File: src/kwd_defines.vh
`ifndef KWD_DEFINES_VH
`define KWD_DEFINES_VH
`define KWD_ADDR_OVERFLOW_MODE 8'h00
`define KWD_ADDR_CLOCK_MODE 8'h04
`define KWD_ADDR_RESTART_CONTROL 8'h08
`define KWD_ADDR_OVERFLOW_STATUS 8'h0c
`define KWD_ADDR_IRQ_STATUS 8'h10
`define KWD_ADDR_IRQ_MASK 8'h14
`define KWD_MODE_KEY 12'h234
`define KWD_CLOCK_KEY 9'h06e
`define KWD_RESTART_KEY 16'hc071
`define KWD_BIT_GLOBAL_ENABLE 0
`define KWD_BIT_RESET_GEN 1
`define KWD_BIT_INTERRUPT_GEN 2
`define KWD_BIT_EXTERNAL_PIN 3
`define KWD_MODE_KEY_LSB 4
`define KWD_CLOCK_KEY_LSB 7
`define KWD_HIGH_PRELOAD_LSB 2
`define KWD_RESET_MODE 4'h0
`define KWD_RESET_CLOCK 6'h00
`define KWD_LOW_PRELOAD 12'hfff
`define KWD_PIN_CYCLES 4'h8
`define KWD_DIV_8 10'h007
`define KWD_DIV_32 10'h01f
`define KWD_DIV_128 10'h07f
`define KWD_DIV_1024 10'h3ff
`endif

File: src/kwd_prescaler.v
`timescale 1ns/1ps
`include "kwd_defines.vh"
module kwd_prescaler (
  clk_sys,
  reset_n,
  restart,
  clock_select,
  tick
);
  input wire clk_sys;
  input wire reset_n;
  input wire restart;
  input wire [1:0] clock_select;
  output reg tick;
  reg [9:0] count;
  reg [9:0] limit;
  always @* begin
    case (clock_select)
      2'b00: limit = `KWD_DIV_8;
      2'b01: limit = `KWD_DIV_32;
      2'b10: limit = `KWD_DIV_128;
      default: limit = `KWD_DIV_1024;
    endcase
  end
  always @(posedge clk_sys or negedge reset_n) begin
    if (!reset_n) begin
      count <= 10'h000;
      tick <= 1'b0;
    end else if (restart || count >= limit) begin
      count <= 10'h000;
      tick <= !restart;
    end else begin
      count <= count + 10'h001;
      tick <= 1'b0;
    end
  end
endmodule

File: src/kwd_pin_pulse.v
`timescale 1ns/1ps
`include "kwd_defines.vh"
module kwd_pin_pulse (
  clk_sys,
  reset_n,
  start,
  pin_n
);
  input wire clk_sys;
  input wire reset_n;
  input wire start;
  output reg pin_n;
  reg [3:0] left;
  always @(posedge clk_sys or negedge reset_n) begin
    if (!reset_n) begin
      left <= 4'h0;
      pin_n <= 1'b1;
    end else if (start) begin
      left <= `KWD_PIN_CYCLES - 4'h1;
      pin_n <= 1'b0;
    end else if (left != 4'h0) begin
      left <= left - 4'h1;
      pin_n <= 1'b0;
    end else begin
      pin_n <= 1'b1;
    end
  end
endmodule

File: src/kwd_watchdog.v
// Functional notes
// [RQ1] overflow with reset enable raises internal reset request
// [RQ2] overflow with interrupt enable pulses the irq line
// [RQ3] overflow with pin enable drives pin low eight clocks
// [RQ4] sixteen-bit counter counts down on each prescaled tick
// [RQ5] restart loads counter bits 12-15 from high preload field
// [RQ6] counter clocked from master clock over 8, 32, 128 or 1024
// [RQ7] software restarts the counter regularly before overflow
// [RQ8] mode and control writes need the key in same write
// [RQ9] mode register write accepted only with key 0x234
// [RQ10] mode key field reads back as zero
// [RQ11] global enable gates all overflow signals; here the overflow flag and the irq output are not gated
// [RQ12] mode bits: enable, reset, interrupt, pin; key above
// [RQ13] mode, clock and status reset to zero; control write-only
// [RQ14] restart preloads low twelve bits with ones
// [RQ15] restart key 0xc071 restarts counter, other values ignored
// [RQ16] clock mode write accepted only with key 0x06e, reads zero
// [RQ17] overflow flag set on overflow, cleared by restart or reset
// [RQ18] clock select 00/01/10/11 means divide 8/32/128/1024
// [RQ19] overflow when counter passes zero, signalled once per restart
//
// Strobed register access was left to the implementer.
`timescale 1ns/1ps
`include "kwd_defines.vh"
module kwd_watchdog (
  clk_sys,
  reset_n,
  bus_addr,
  bus_wdata,
  bus_write,
  bus_read,
  bus_rdata,
  internal_reset_request,
  overflow_irq_line,
  overflow_pin_n,
  irq
);
  input wire clk_sys;
  input wire reset_n;
  input wire [7:0] bus_addr;
  input wire [31:0] bus_wdata;
  input wire bus_write;
  input wire bus_read;
  output reg [31:0] bus_rdata;
  output reg internal_reset_request;
  output reg overflow_irq_line;
  output wire overflow_pin_n;
  output wire irq;

  reg [3:0] mode;
  reg [5:0] clock_cfg;
  reg [15:0] counter;
  reg overflow_flag;
  reg expired;
  reg irq_status;
  reg irq_mask;
  reg restart;
  reg pin_start;
  reg [31:0] next_rdata;
  wire tick;
  wire overflow_event;
  wire global_enable;
  wire [1:0] clock_select;
  wire [3:0] high_preload_value;

  assign global_enable = mode[`KWD_BIT_GLOBAL_ENABLE];
  assign clock_select = clock_cfg[1:0];
  assign high_preload_value = clock_cfg[5:2];

  always @* begin
    restart = bus_write && bus_addr == `KWD_ADDR_RESTART_CONTROL &&
              bus_wdata[15:0] == `KWD_RESTART_KEY; // see [RQ15]
  end

  kwd_prescaler u_prescaler (
    .clk_sys(clk_sys),
    .reset_n(reset_n),
    .restart(restart),
    .clock_select(clock_select), // see [RQ6] see [RQ18]
    .tick(tick)
  );

  // down count; overflow when a tick finds zero, then hold
  assign overflow_event = tick && !expired && counter == 16'h0000; // see [RQ19]

  always @(posedge clk_sys or negedge reset_n) begin
    if (!reset_n) begin
      counter <= 16'hffff;
      expired <= 1'b0;
    end else if (restart) begin
      counter <= {high_preload_value, `KWD_LOW_PRELOAD}; // see [RQ5] see [RQ14]
      expired <= 1'b0;
    end else if (overflow_event) begin
      expired <= 1'b1; // see [RQ19]
    end else if (tick && !expired) begin
      counter <= counter - 16'h0001; // see [RQ4]
    end
  end

  // keyed mode and clock writes; irq mask write needs no key
  always @(posedge clk_sys or negedge reset_n) begin
    if (!reset_n) begin
      mode <= `KWD_RESET_MODE; // see [RQ13]
      clock_cfg <= `KWD_RESET_CLOCK;
      irq_mask <= 1'b0;
    end else if (bus_write) begin
      if (bus_addr == `KWD_ADDR_OVERFLOW_MODE) begin
        if (bus_wdata[15:`KWD_MODE_KEY_LSB] == `KWD_MODE_KEY) begin
          mode <= bus_wdata[3:0]; // see [RQ8] see [RQ9] see [RQ12]
        end
      end else if (bus_addr == `KWD_ADDR_CLOCK_MODE) begin
        if (bus_wdata[15:`KWD_CLOCK_KEY_LSB] == `KWD_CLOCK_KEY) begin
          clock_cfg <= bus_wdata[5:0]; // see [RQ8] see [RQ16]
        end
      end else if (bus_addr == `KWD_ADDR_IRQ_MASK) begin
        irq_mask <= bus_wdata[0];
      end
    end
  end

  // reset, irq line and pin outputs gated by global enable; overflow flag and irq status are not
  always @(posedge clk_sys or negedge reset_n) begin
    if (!reset_n) begin
      internal_reset_request <= 1'b0;
      overflow_irq_line <= 1'b0;
      pin_start <= 1'b0;
      overflow_flag <= 1'b0;
      irq_status <= 1'b0;
    end else begin
      internal_reset_request <= overflow_event && global_enable &&
        mode[`KWD_BIT_RESET_GEN]; // see [RQ1] see [RQ11]
      overflow_irq_line <= overflow_event && global_enable &&
        mode[`KWD_BIT_INTERRUPT_GEN]; // see [RQ2] see [RQ11]
      pin_start <= overflow_event && global_enable &&
        mode[`KWD_BIT_EXTERNAL_PIN]; // see [RQ3] see [RQ11]
      if (overflow_event) begin
        overflow_flag <= 1'b1; // see [RQ17]
      end else if (restart) begin
        overflow_flag <= 1'b0; // see [RQ17]
      end
      if (overflow_event) begin
        irq_status <= 1'b1;
      end else if (bus_read && bus_addr == `KWD_ADDR_IRQ_STATUS) begin
        irq_status <= 1'b0;
      end
    end
  end

  kwd_pin_pulse u_pin_pulse (
    .clk_sys(clk_sys),
    .reset_n(reset_n),
    .start(pin_start),
    .pin_n(overflow_pin_n) // see [RQ3]
  );

  assign irq = irq_status && irq_mask;

  // read mux; keys read zero, control reads zero
  always @* begin
    next_rdata = 32'h0000_0000;
    if (bus_addr == `KWD_ADDR_OVERFLOW_MODE) begin
      next_rdata[3:0] = mode; // see [RQ10]
    end else if (bus_addr == `KWD_ADDR_CLOCK_MODE) begin
      next_rdata[5:0] = clock_cfg; // see [RQ16]
    end else if (bus_addr == `KWD_ADDR_OVERFLOW_STATUS) begin
      next_rdata[0] = overflow_flag;
    end else if (bus_addr == `KWD_ADDR_IRQ_STATUS) begin
      next_rdata[0] = irq_status;
    end else if (bus_addr == `KWD_ADDR_IRQ_MASK) begin
      next_rdata[0] = irq_mask;
    end
  end

  always @(posedge clk_sys or negedge reset_n) begin
    if (!reset_n) begin
      bus_rdata <= 32'h0000_0000;
    end else if (bus_read) begin
      bus_rdata <= next_rdata;
    end else begin
      bus_rdata <= 32'h0000_0000;
    end
  end
endmodule

File: config.mk
export PLATFORM = sky130hd
export DESIGN_NAME = kwd_watchdog
export DESIGN_NICKNAME = d
export VERILOG_FILES = /design/src/kwd_prescaler.v /design/src/kwd_pin_pulse.v /design/src/kwd_watchdog.v
export VERILOG_INCLUDE_DIRS = /design/src
export SDC_FILE = /design/constraint.sdc
export NUM_CORES = 1
export LEC_CHECK = 0
export BUFFER_PORTS_ARGS = -buffer_cell sky130_fd_sc_hd__buf_2
export CORE_MARGIN = 2
export CORE_UTILIZATION = 53
export CTS_CLUSTER_DIAMETER = 80
export CTS_CLUSTER_SIZE = 12
export DETAILED_ROUTE_END_ITERATION = 8
export PLACE_DENSITY = 0.8
export SLEW_MARGIN = 20
export SYNTH_ARGS = -nofsm -noshare
export SYNTH_HDL_FRONTEND = slang
export SYNTH_SLANG_ARGS = --single-unit
export TNS_END_PERCENT = 20
File: constraint.sdc
create_clock -name clk_sys -period 2.2 [get_ports clk_sys]
set_clock_uncertainty 0.05 [all_clocks]
set_input_delay 0.11 -clock clk_sys [delete_from_list [all_inputs] [get_ports clk_sys]]
set_output_delay 0.11 -clock clk_sys [all_outputs]
set_load 0.02 [all_outputs]
-- After elaboration in Yosys (flattened, before gate mapping)
Cells that the tools add are included.
W data, S select, Z words.
- multiplexer cells: 24
- bitwise operators: 2
- magnitude comparators: 1
- reductions and logical operators: 25
- equal/unequal tests: 11
- add/sub/neg operators: 3
- operator list (kind ; number):
    $mux W16 ; 3
    $pmux W10 S3 ; 1
    $eq A16 B16 Y1 const B ; 1
    $eq A8 B4 Y1 const B ; 2
    $eq A8 B5 Y1 const B ; 2
    $logic_not A16 Y1 ; 1
    $sub A16 B1 Y16 const B ; 1
    $mux W1 ; 13
    $eq A12 B10 Y1 const B ; 1
    $mux W4 ; 3
    $add A10 B1 Y10 const B ; 1
    $ge A10 B10 Y1 ; 1
    $logic_and A1 B1 Y1 ; 10
    $mux W10 ; 1
    $eq A9 B7 Y1 const B ; 1
    $eq A8 B3 Y1 const B ; 1
    $logic_not A8 Y1 ; 1
    $reduce_and A4 Y1 ; 2
    $reduce_bool A2 Y1 ; 4
    $mux W6 ; 1
    $mux W5 ; 1
    $reduce_bool A4 Y1 ; 1
    $sub A4 B1 Y4 const B ; 1
    $reduce_and A3 Y1 ; 1
    other kinds (9) ; 11
- input port bits: 44
- output and inout port bits: 36
- register bits after elaboration: 55
- logic and storage cells: 81

-- Longest topological paths before layout
Gate-level depths: netlist of the first run.
- depth after elaboration: 7
- mapped depth: 7
- mapped depth without buffers: 7

-- Hierarchy
From an unflattened synthesis of the first run, not the netlist that was laid out.
- cells, all modules: 302
- area total of the unflattened synthesis: 3148.0 µm²
- by module, submodules not included (module ; area each (µm²) ; seq. area each (µm²) ; cells each ; instances):
    kwd_watchdog ; 2180.8 ; 996.0 ; 216 ; 1
    kwd_prescaler ; 686.9 ; 275.3 ; 61 ; 1
    kwd_pin_pulse ; 280.3 ; 126.4 ; 25 ; 1

-- Worst setup path before layout of the first run
OpenSTA, ideal clock, no wires.
- kind: reg-to-reg
- start point: reg counter[0]
- end point: reg counter[9]
- setup slack: 329 ps
- clock period less this slack: 1871 ps
- setup time: 64 ps
- data arrival time: 1757 ps
- stages on the path, launching flop included: 8
- path buffers: 0
- required time: 2086 ps
- cells stage by stage: dfstp_2 inv_1 ha_1 nor4b_1 nand4_1 nand3_1 or3_2 nand3_1
- word-level cells in the longest chain between the ends: 4
- elaborated cells between the ends (all ways): 8
- classes of those cells: 1 x add/sub; 1 x eq/ne; 3 x mux; 3 x reduce/logical
- ends and longest elaborated chain (item ; line ; source):
    from (decl) ; kwd_watchdog.v:52 ; reg [15:0] counter;
    from (signal assigned) ; kwd_watchdog.v:91 ; counter <= {high_preload_value, `KWD_LOW_PRELOAD};
    from (signal assigned) ; kwd_watchdog.v:96 ; counter <= counter - 16'h0001;
    $sub A16 B1 Y16 / $logic_not A16 Y1 (equally long branches) ; kwd_watchdog.v:96, kwd_watchdog.v:84 ;
    $mux W16 / $logic_and A1 B1 Y1 (equally long branches) ; kwd_watchdog.v:95, kwd_watchdog.v:84 ;
    $mux W16 / $ne A2 B1 Y1 (equally long branches) ; n/a ;
    $mux W16 / $reduce_and A2 Y1 (equally long branches) ; n/a ;
Several ways; a longest one is shown, not always the timed one. The select of a mux whose other input is x is not followed.
A chain may end at the register's enable or synchronous reset.

-- Worst setup path after layout of the first run
Same ends and word-level chain as after synthesis.

==> results.yml, run 1 <==
power:
  comb_power_share: 0.215
  power.share.sequential: 0.543
  swShare: 0.317
  clkPwrFrac: 0.242
  vdd_drop_max_mv: 0.594
  p_leak_nw: 1.58
  p_int_mw: 1.59
  power_density_nw_per_um2: 693
  total_power_mw: 2.32
  p_sw_uw: 738
placement:
  post_dp_cell_area_um2: 3230
  pre_cts_slack_ns: 0.106
  hpwlAfterDp_um: 4150
  io_buffers: 37
  dp_cells: 403
  place_congestion: 0.835
synthesis:
  synth_edf_count: 0
  syn_area_um2: 3060
  ys_ff_latch: 55
  ys_types: 59
  synth_top_area_frac: 0.311
  yosysTopAreaCell: "dfrtp_1"
  async_reset_ff_frac: 1.00
  synth_cells: 296
  synthTopCellsByArea: "dfrtp_1 (31%), dfstp_2 (15%), buf_4 (6.4%), nor2_1 (3.3%), ha_1 (3.3%)"
  yosysMostFrequentCell: "dfrtp_1"
  ys.flop_type: "dfrtp_1"
  synth.avg_cell_area_um2: 10.3
  synth_warnings: 0
  synth_common_cells: "dfrtp_1 (38), nor2_1 (27), buf_4 (26)"
  synth_seq_area_share: 0.457
die:
  ioPinCount: 80
  die_h_um: 79.9
  core_area_um2: 5540
  initial_core_util: 0.552
  std_cell_rows: 27
  die_area_um2: 6390
  die_w_um: 79.9
timing:
  fmax_mhz: 484
  maxSlewViolCount: 0
  rsz0062_at_grt: "yes"
  fin_tns_setup_ns: 0
  min_period_ns: 2.07
  slew_headroom: 0.566
  final.period_utilization: 0.939
  hold_viol_final: 0
  worst_slew_pin_slew_ns: 0.651
  finalSetupViolCount: 0
  worst_slack_ns: 0.134
setup_path:
  critPathTopFamily: "simple AND/OR/NAND/NOR gates"
  crit_path_cell_trace: "inv_1 -> ha_1 -> nor4b_1 -> nand4_1 -> nand3_1 -> or3_2 -> nand3_1"
  cp_common_cell: "nand3_1"
  end_kind: "register"
  cp-start-kind: "register"
  critPathSlowestCell: "dfstp_2"
  worst_ep_arrival_time_ns: 2.27
  crit_type: "register to register"
  critPathMaxStageDelay_ns: 0.56
  path_max_fanout: 6
  required_ns: 2.40
  path_buf_inv: 1
clock_network:
  clock_latency_ns: 0.31
  cts.sinks: 55
  cts_inserted_buffers: 5
  htree_num_levels: 2
  cts_tree: "built"
  clockBufferDepth: 2
  post_cts_resized: 0
  path_clk_slew_ns: 0.10
  cts_root_buf: "clkbuf_8"
global_routing:
  grt.total_usage: 0.194
  antenna_found_initial: 0
  grt_pass1_wl_um: 9820
  use_met3: 0.0385
  met2_usage: 0.331
  grt_pass1_vias: 2245
  overflow: 0
  grt-busiest-layer: "met2"
  grtUsageMet1: 0.242
  grt_max_degree: 56
cells_and_area:
  antennaDiodeCount: 0
  drive_above_1_share: 0.284
  fillCellCount: 467
  fin_cells: 414
  final_nets: 393
  postLayoutCellArea_um2: 3350
  syn_to_final_growth_pct: 9.62
  multi_input_area_um2: 1480
  register_area_um2: 1400
route:
  dr.pass1.iters: 4
  drt-wirelength-per-cell_um: 13.7
  vias_per_cell: 5.38
  drtIter0Drc: 124
  postRouteAntennaNets: 0
  drcViolationCount: 0
  vias: 2227
  wl_um: 5670
job:
  drv_cap: 0
hold_path:
  hp-class: "input pin to register"
run_status:
  status: "complete, no violations"
## final timing paths
| check | start | end | slack, ns | cells after the start |
|---|---|---|---|---|
| worst min register to register | overflow_flag | overflow_flag | 0.43 | 1 |
| worst min-delay path | bus_wdata[2] | clock_cfg[2] | 0.02 | 2 |
| worst max register to register | counter[0] | counter[9] | 0.13 | 7 |
| worst max-delay path | counter[0] | counter[9] | 0.13 | 7 |
| min in group asynchronous | reset_n | mode[3] | 0.40 | 3 |
| max in group asynchronous | reset_n | u_prescaler.tick | 1.26 | 3 |
## stage by stage
stage | hold slack [ns] | utilization
floorplan | -0.236 | -
global placement | 0.216 | 0.583
detailed placement | 0.225 | 0.583
CTS | 0.00765 | 0.603
global route | 0.00514 | 0.605
finish | 0.0216 | 0.605
## layout make-up
type,instances,area share
sequential,55,0.417
multi-input combinational,225,0.443
clock inverter,3,0.00672
clock buffer,5,0.0205
tap,72,0.0269
inverter,8,0.00896
timing repair buffer,46,0.0769
## placed cells by master, fill, tap and decap left out, drive strengths merged, types with 2 or more instances in the layout
master / count
or4: 4
xor2: 11
nand4: 8
nor3: 9
or3b: 2
dlygate4sd3: 2
nor3b: 2
clkbuf: 5
a21oi: 5
nor2b: 3
and2: 2
and4b: 2
xnor2: 6
conb: 26
a21o: 2
nand2: 23
inv: 10
and3: 8
mux2i: 5
o21ai: 5
a211o: 2
mux2: 12
buf: 44
dfrtp: 38
ha: 8
nor2: 28
nor4bb: 2
nor4: 5
nor4b: 2
a31oi: 3
or3: 7
nand3: 18
dfstp: 17
nand2b: 2
## worst register-to-register path: cells and delay by family (launching register included)
kind                     cells  cell delay, ns
buffers and inverters        1            0.08
adder cells (fa/ha/maj)      1            0.19
flip-flops                   1            0.56
AND/OR/NAND/NOR              5            1.13
## repair_timing
item | 4_1_cts | 5_1_grt
setup buffers | 0 | 1
setup endpoints to repair | 0 | 3
hold endpoints to repair | 39 | 0
hold buffers | 2 | 0
## power groups by stage
stage | combinational (mW) | sequential [mW] | clock, mW
global route | 0.579 | 1.28 | 0.625
floorplan | 0.396 | 1.25 | 0
CTS | 0.505 | 1.26 | 0.580
global placement | 0.486 | 1.27 | 0
detailed placement | 0.500 | 1.28 | 0
finish | 0.500 | 1.26 | 0.562
## flip-flops by register name (all words and copies together), names as in the netlist
register / count
counter: 16
u_prescaler.count: 10
bus_rdata: 6
clock_cfg: 6
mode: 4
u_pin_pulse.left: 4
expired: 1
internal_reset_request: 1
irq_mask: 1
irq_status: 1
overflow_flag: 1
overflow_irq_line: 1
pin_start: 1
u_pin_pulse.pin_n: 1
u_prescaler.tick: 1
## routing by layer
metal,vias up,part of all wire
li1,1087,-
met1,1081,0.45
met2,44,0.51
met3,15,0.026
met4,0,0.019
met5,-,0
## cells by family (layout without fill, tap and decap cells)
| family | Yosys count | in the layout | share of synthesized area |
|---|---|---|---|
| AO/OA/AOI/OAI | 24 | 24 | 0.0520 |
| XOR/XNOR | 17 | 17 | 0.0487 |
| adder cells (fa/ha/maj) | 8 | 8 | 0.0327 |
| buffers and inverters | 41 | 62 | 0.0880 |
| flip-flops | 55 | 55 | 0.457 |
| multiplexers | 17 | 17 | 0.0679 |
| other | 1 | 26 | 0.00123 |
| AND/OR/NAND/NOR | 133 | 133 | 0.252 |
(Power assumes the default switching activity.)
==> run 2: changes to the inputs <==
Settings changed: BUFFER_PORTS_ARGS -buffer_cell sky130_fd_sc_hd__buf_2 to -buffer_cell sky130_fd_sc_hd__buf_4.
==> run 2 against run 1 <==
Clock-buffer cell count stayed put. Die area stayed put. Highest routed layer unchanged. Cell area is 3.3% higher. Combinational power increased by 5.8%. Register-to-register slack lost 0.04 ns. Wire length increased by 1.8%. Critical path type unchanged. Critical path depth did not move. Global-route usage increased by 0.40 points. Cell count grew 0.24%. Worst setup slack got worse by 0.037 ns. Largest power group unchanged. Critical endpoint unchanged. Clock power is 2% higher.
==> results.yml, run 2 (same netlist as run 1, synthesis figures left out) <==
route:
  wl_um: 5780
  vias: 2191
  drt-wirelength-per-cell_um: 13.9
  dr.pass1.iters: 4
  vias_per_cell: 5.28
  drcViolationCount: 0
  postRouteAntennaNets: 0
  drtIter0Drc: 109
clock_network:
  post_cts_resized: 0
  path_clk_slew_ns: 0.10
  cts_tree: "built"
  cts_root_buf: "clkbuf_8"
  htree_num_levels: 2
  clockBufferDepth: 2
  cts_inserted_buffers: 5
  cts_setup_buffers: 0
  cts.sinks: 55
  clock_latency_ns: 0.31
die:
  initial_core_util: 0.552
  die_h_um: 79.9
  core_area_um2: 5540
  die_w_um: 79.9
  die_area_um2: 6390
  std_cell_rows: 27
  ioPinCount: 80
power:
  p_int_mw: 1.61
  clkPwrFrac: 0.243
  vdd_drop_max_mv: 0.571
  power.share.sequential: 0.534
  swShare: 0.320
  p_sw_uw: 756
  total_power_mw: 2.36
  power_density_nw_per_um2: 683
  p_leak_nw: 1.61
  comb_power_share: 0.224
placement:
  hpwlAfterDp_um: 4310
  io_buffers: 37
  post_dp_cell_area_um2: 3320
  dp_cells: 403
  place_congestion: 0.827
hold_path:
  whs_endpoint: "bus_rdata[0]"
  hp-class: "input pin to register"
  hold_depth: 2
  holdCritStartpoint: "bus_read"
cells_and_area:
  postLayoutCellArea_um2: 3460
  layout_common_cells: "buf_4 (43), dfrtp_1 (38), nor2_1 (27), conb_1 (26), nand2_1 (22)"
  final_nets: 394
  syn_to_final_growth_pct: 13.2
  top_register: "counter"
  drive_above_1_share: 0.280
  fin_cells: 415
  largestRegisters: "counter (16), u_prescaler.count (10)"
  fin_util: 0.625
  largest_reg_flops: 16
  antennaDiodeCount: 0
  mostFrequentLayoutCell: "buf_4"
timing:
  fmax_mhz: 475
  maxSlewViolCount: 0
  slew_headroom: 0.570
  min_period_ns: 2.10
  final.period_utilization: 0.956
  worst_slew_pin_slew_ns: 0.646
  finalSetupViolCount: 0
  hold_ws_ns: 0.0110
  hold_viol_final: 0
  rsz0062_at_grt: "yes"
setup_path:
  worst_ep_arrival_time_ns: 2.31
  crit_path_cell_trace: "inv_1 -> ha_1 -> nor4b_1 -> nand4_1 -> nand3_1 -> or3_2 -> nand3_1"
  path_max_fanout: 7
  reg2reg_to: "counter[9]"
  reg2reg_slack_ns: 0.1
  cp_common_cell: "nand3_1"
  critPathMaxStageDelay_ns: 0.56
  r2r_cells: 7
  end_kind: "register"
  path_buf_inv: 1
  crit_type: "register to register"
  critPathSlowestCell: "dfstp_2"
  required_ns: 2.40
  r2r-start: "counter[0]"
  critPathTopFamily: "simple AND/OR/NAND/NOR gates"
  cp-start-kind: "register"
global_routing:
  grt_pass1_vias: 2155
  grt.total_usage: 0.198
  overflow: 0
  antenna_found_initial: 0
  grt_max_degree: 56
  grt_pass1_wl_um: 9820
job:
  drv_cap: 0
run_status:
  status: "complete, no violations"
## run 2: layout make-up
| cell class | count | area [um^2] |
|---|---|---|
| Timing Repair Buffer | 47 | 363 |
| Tap cell | 72 | 90.1 |
| Clock buffer | 5 | 68.8 |
| Fill cell | 455 | 2080 |
| Clock inverter | 3 | 27.5 |
| Sequential cell | 55 | 1400 |
| Multi-Input combinational cell | 225 | 1480 |
| Inverter | 8 | 30.0 |
## run 2: repair_timing
action                     in CTS  in global routing
hold buffers                    3                  1
hold endpoints to repair       42                  1
setup endpoints to repair       0                  2
## run 2: power groups by stage
stage	Combinational, mW	Sequential, mW	Clock, mW
floorplan	0.396	1.25	0
detailed placement	0.524	1.27	0
global route	0.606	1.28	0.636
finish	0.529	1.26	0.573
CTS	0.534	1.26	0.594
global placement	0.496	1.27	0
## run 2: metal layers
| metal | routed length, um | part of all wire | global-route usage | vias up |
|---|---|---|---|---|
| li1 | - | - | - | 1082 |
| met1 | 2470 | 0.43 | 0.257 | 1059 |
| met2 | 2970 | 0.51 | 0.323 | 40 |
| met3 | 258 | 0.045 | 0.0543 | 10 |
| met4 | 78 | 0.014 | 0.0576 | 0 |
| met5 | 0 | 0 | 0 | - |
## run 2: how the worst max path moves through the flow
stage,cells after the start,startpoint,end
2_1_floorplan,7,counter[0],counter[9]
3_3_place_gp,7,counter[0],counter[9]
3_5_place_dp,7,counter[0],counter[9]
4_1_cts,7,counter[0],counter[9]
5_1_grt,7,counter[0],counter[9]
6_report,7,counter[0],counter[9]
## run 2: through the flow
stage	TNS [ns]	worst slack, ns
floorplan	0	0.329
global placement	0	0.178
detailed placement	0	0.113
CTS	0	0.0859
global route	-0.0813	-0.0480
finish	0	0.0967
## run 2: worst register-to-register path, delay by kind of cell, from the launching register on
family,cells,cell delay (ns)
buffers and inverters,1,0.09
adder cells (fa/ha/maj),1,0.21
flip-flops,1,0.56
AND/OR/NAND/NOR,5,1.14
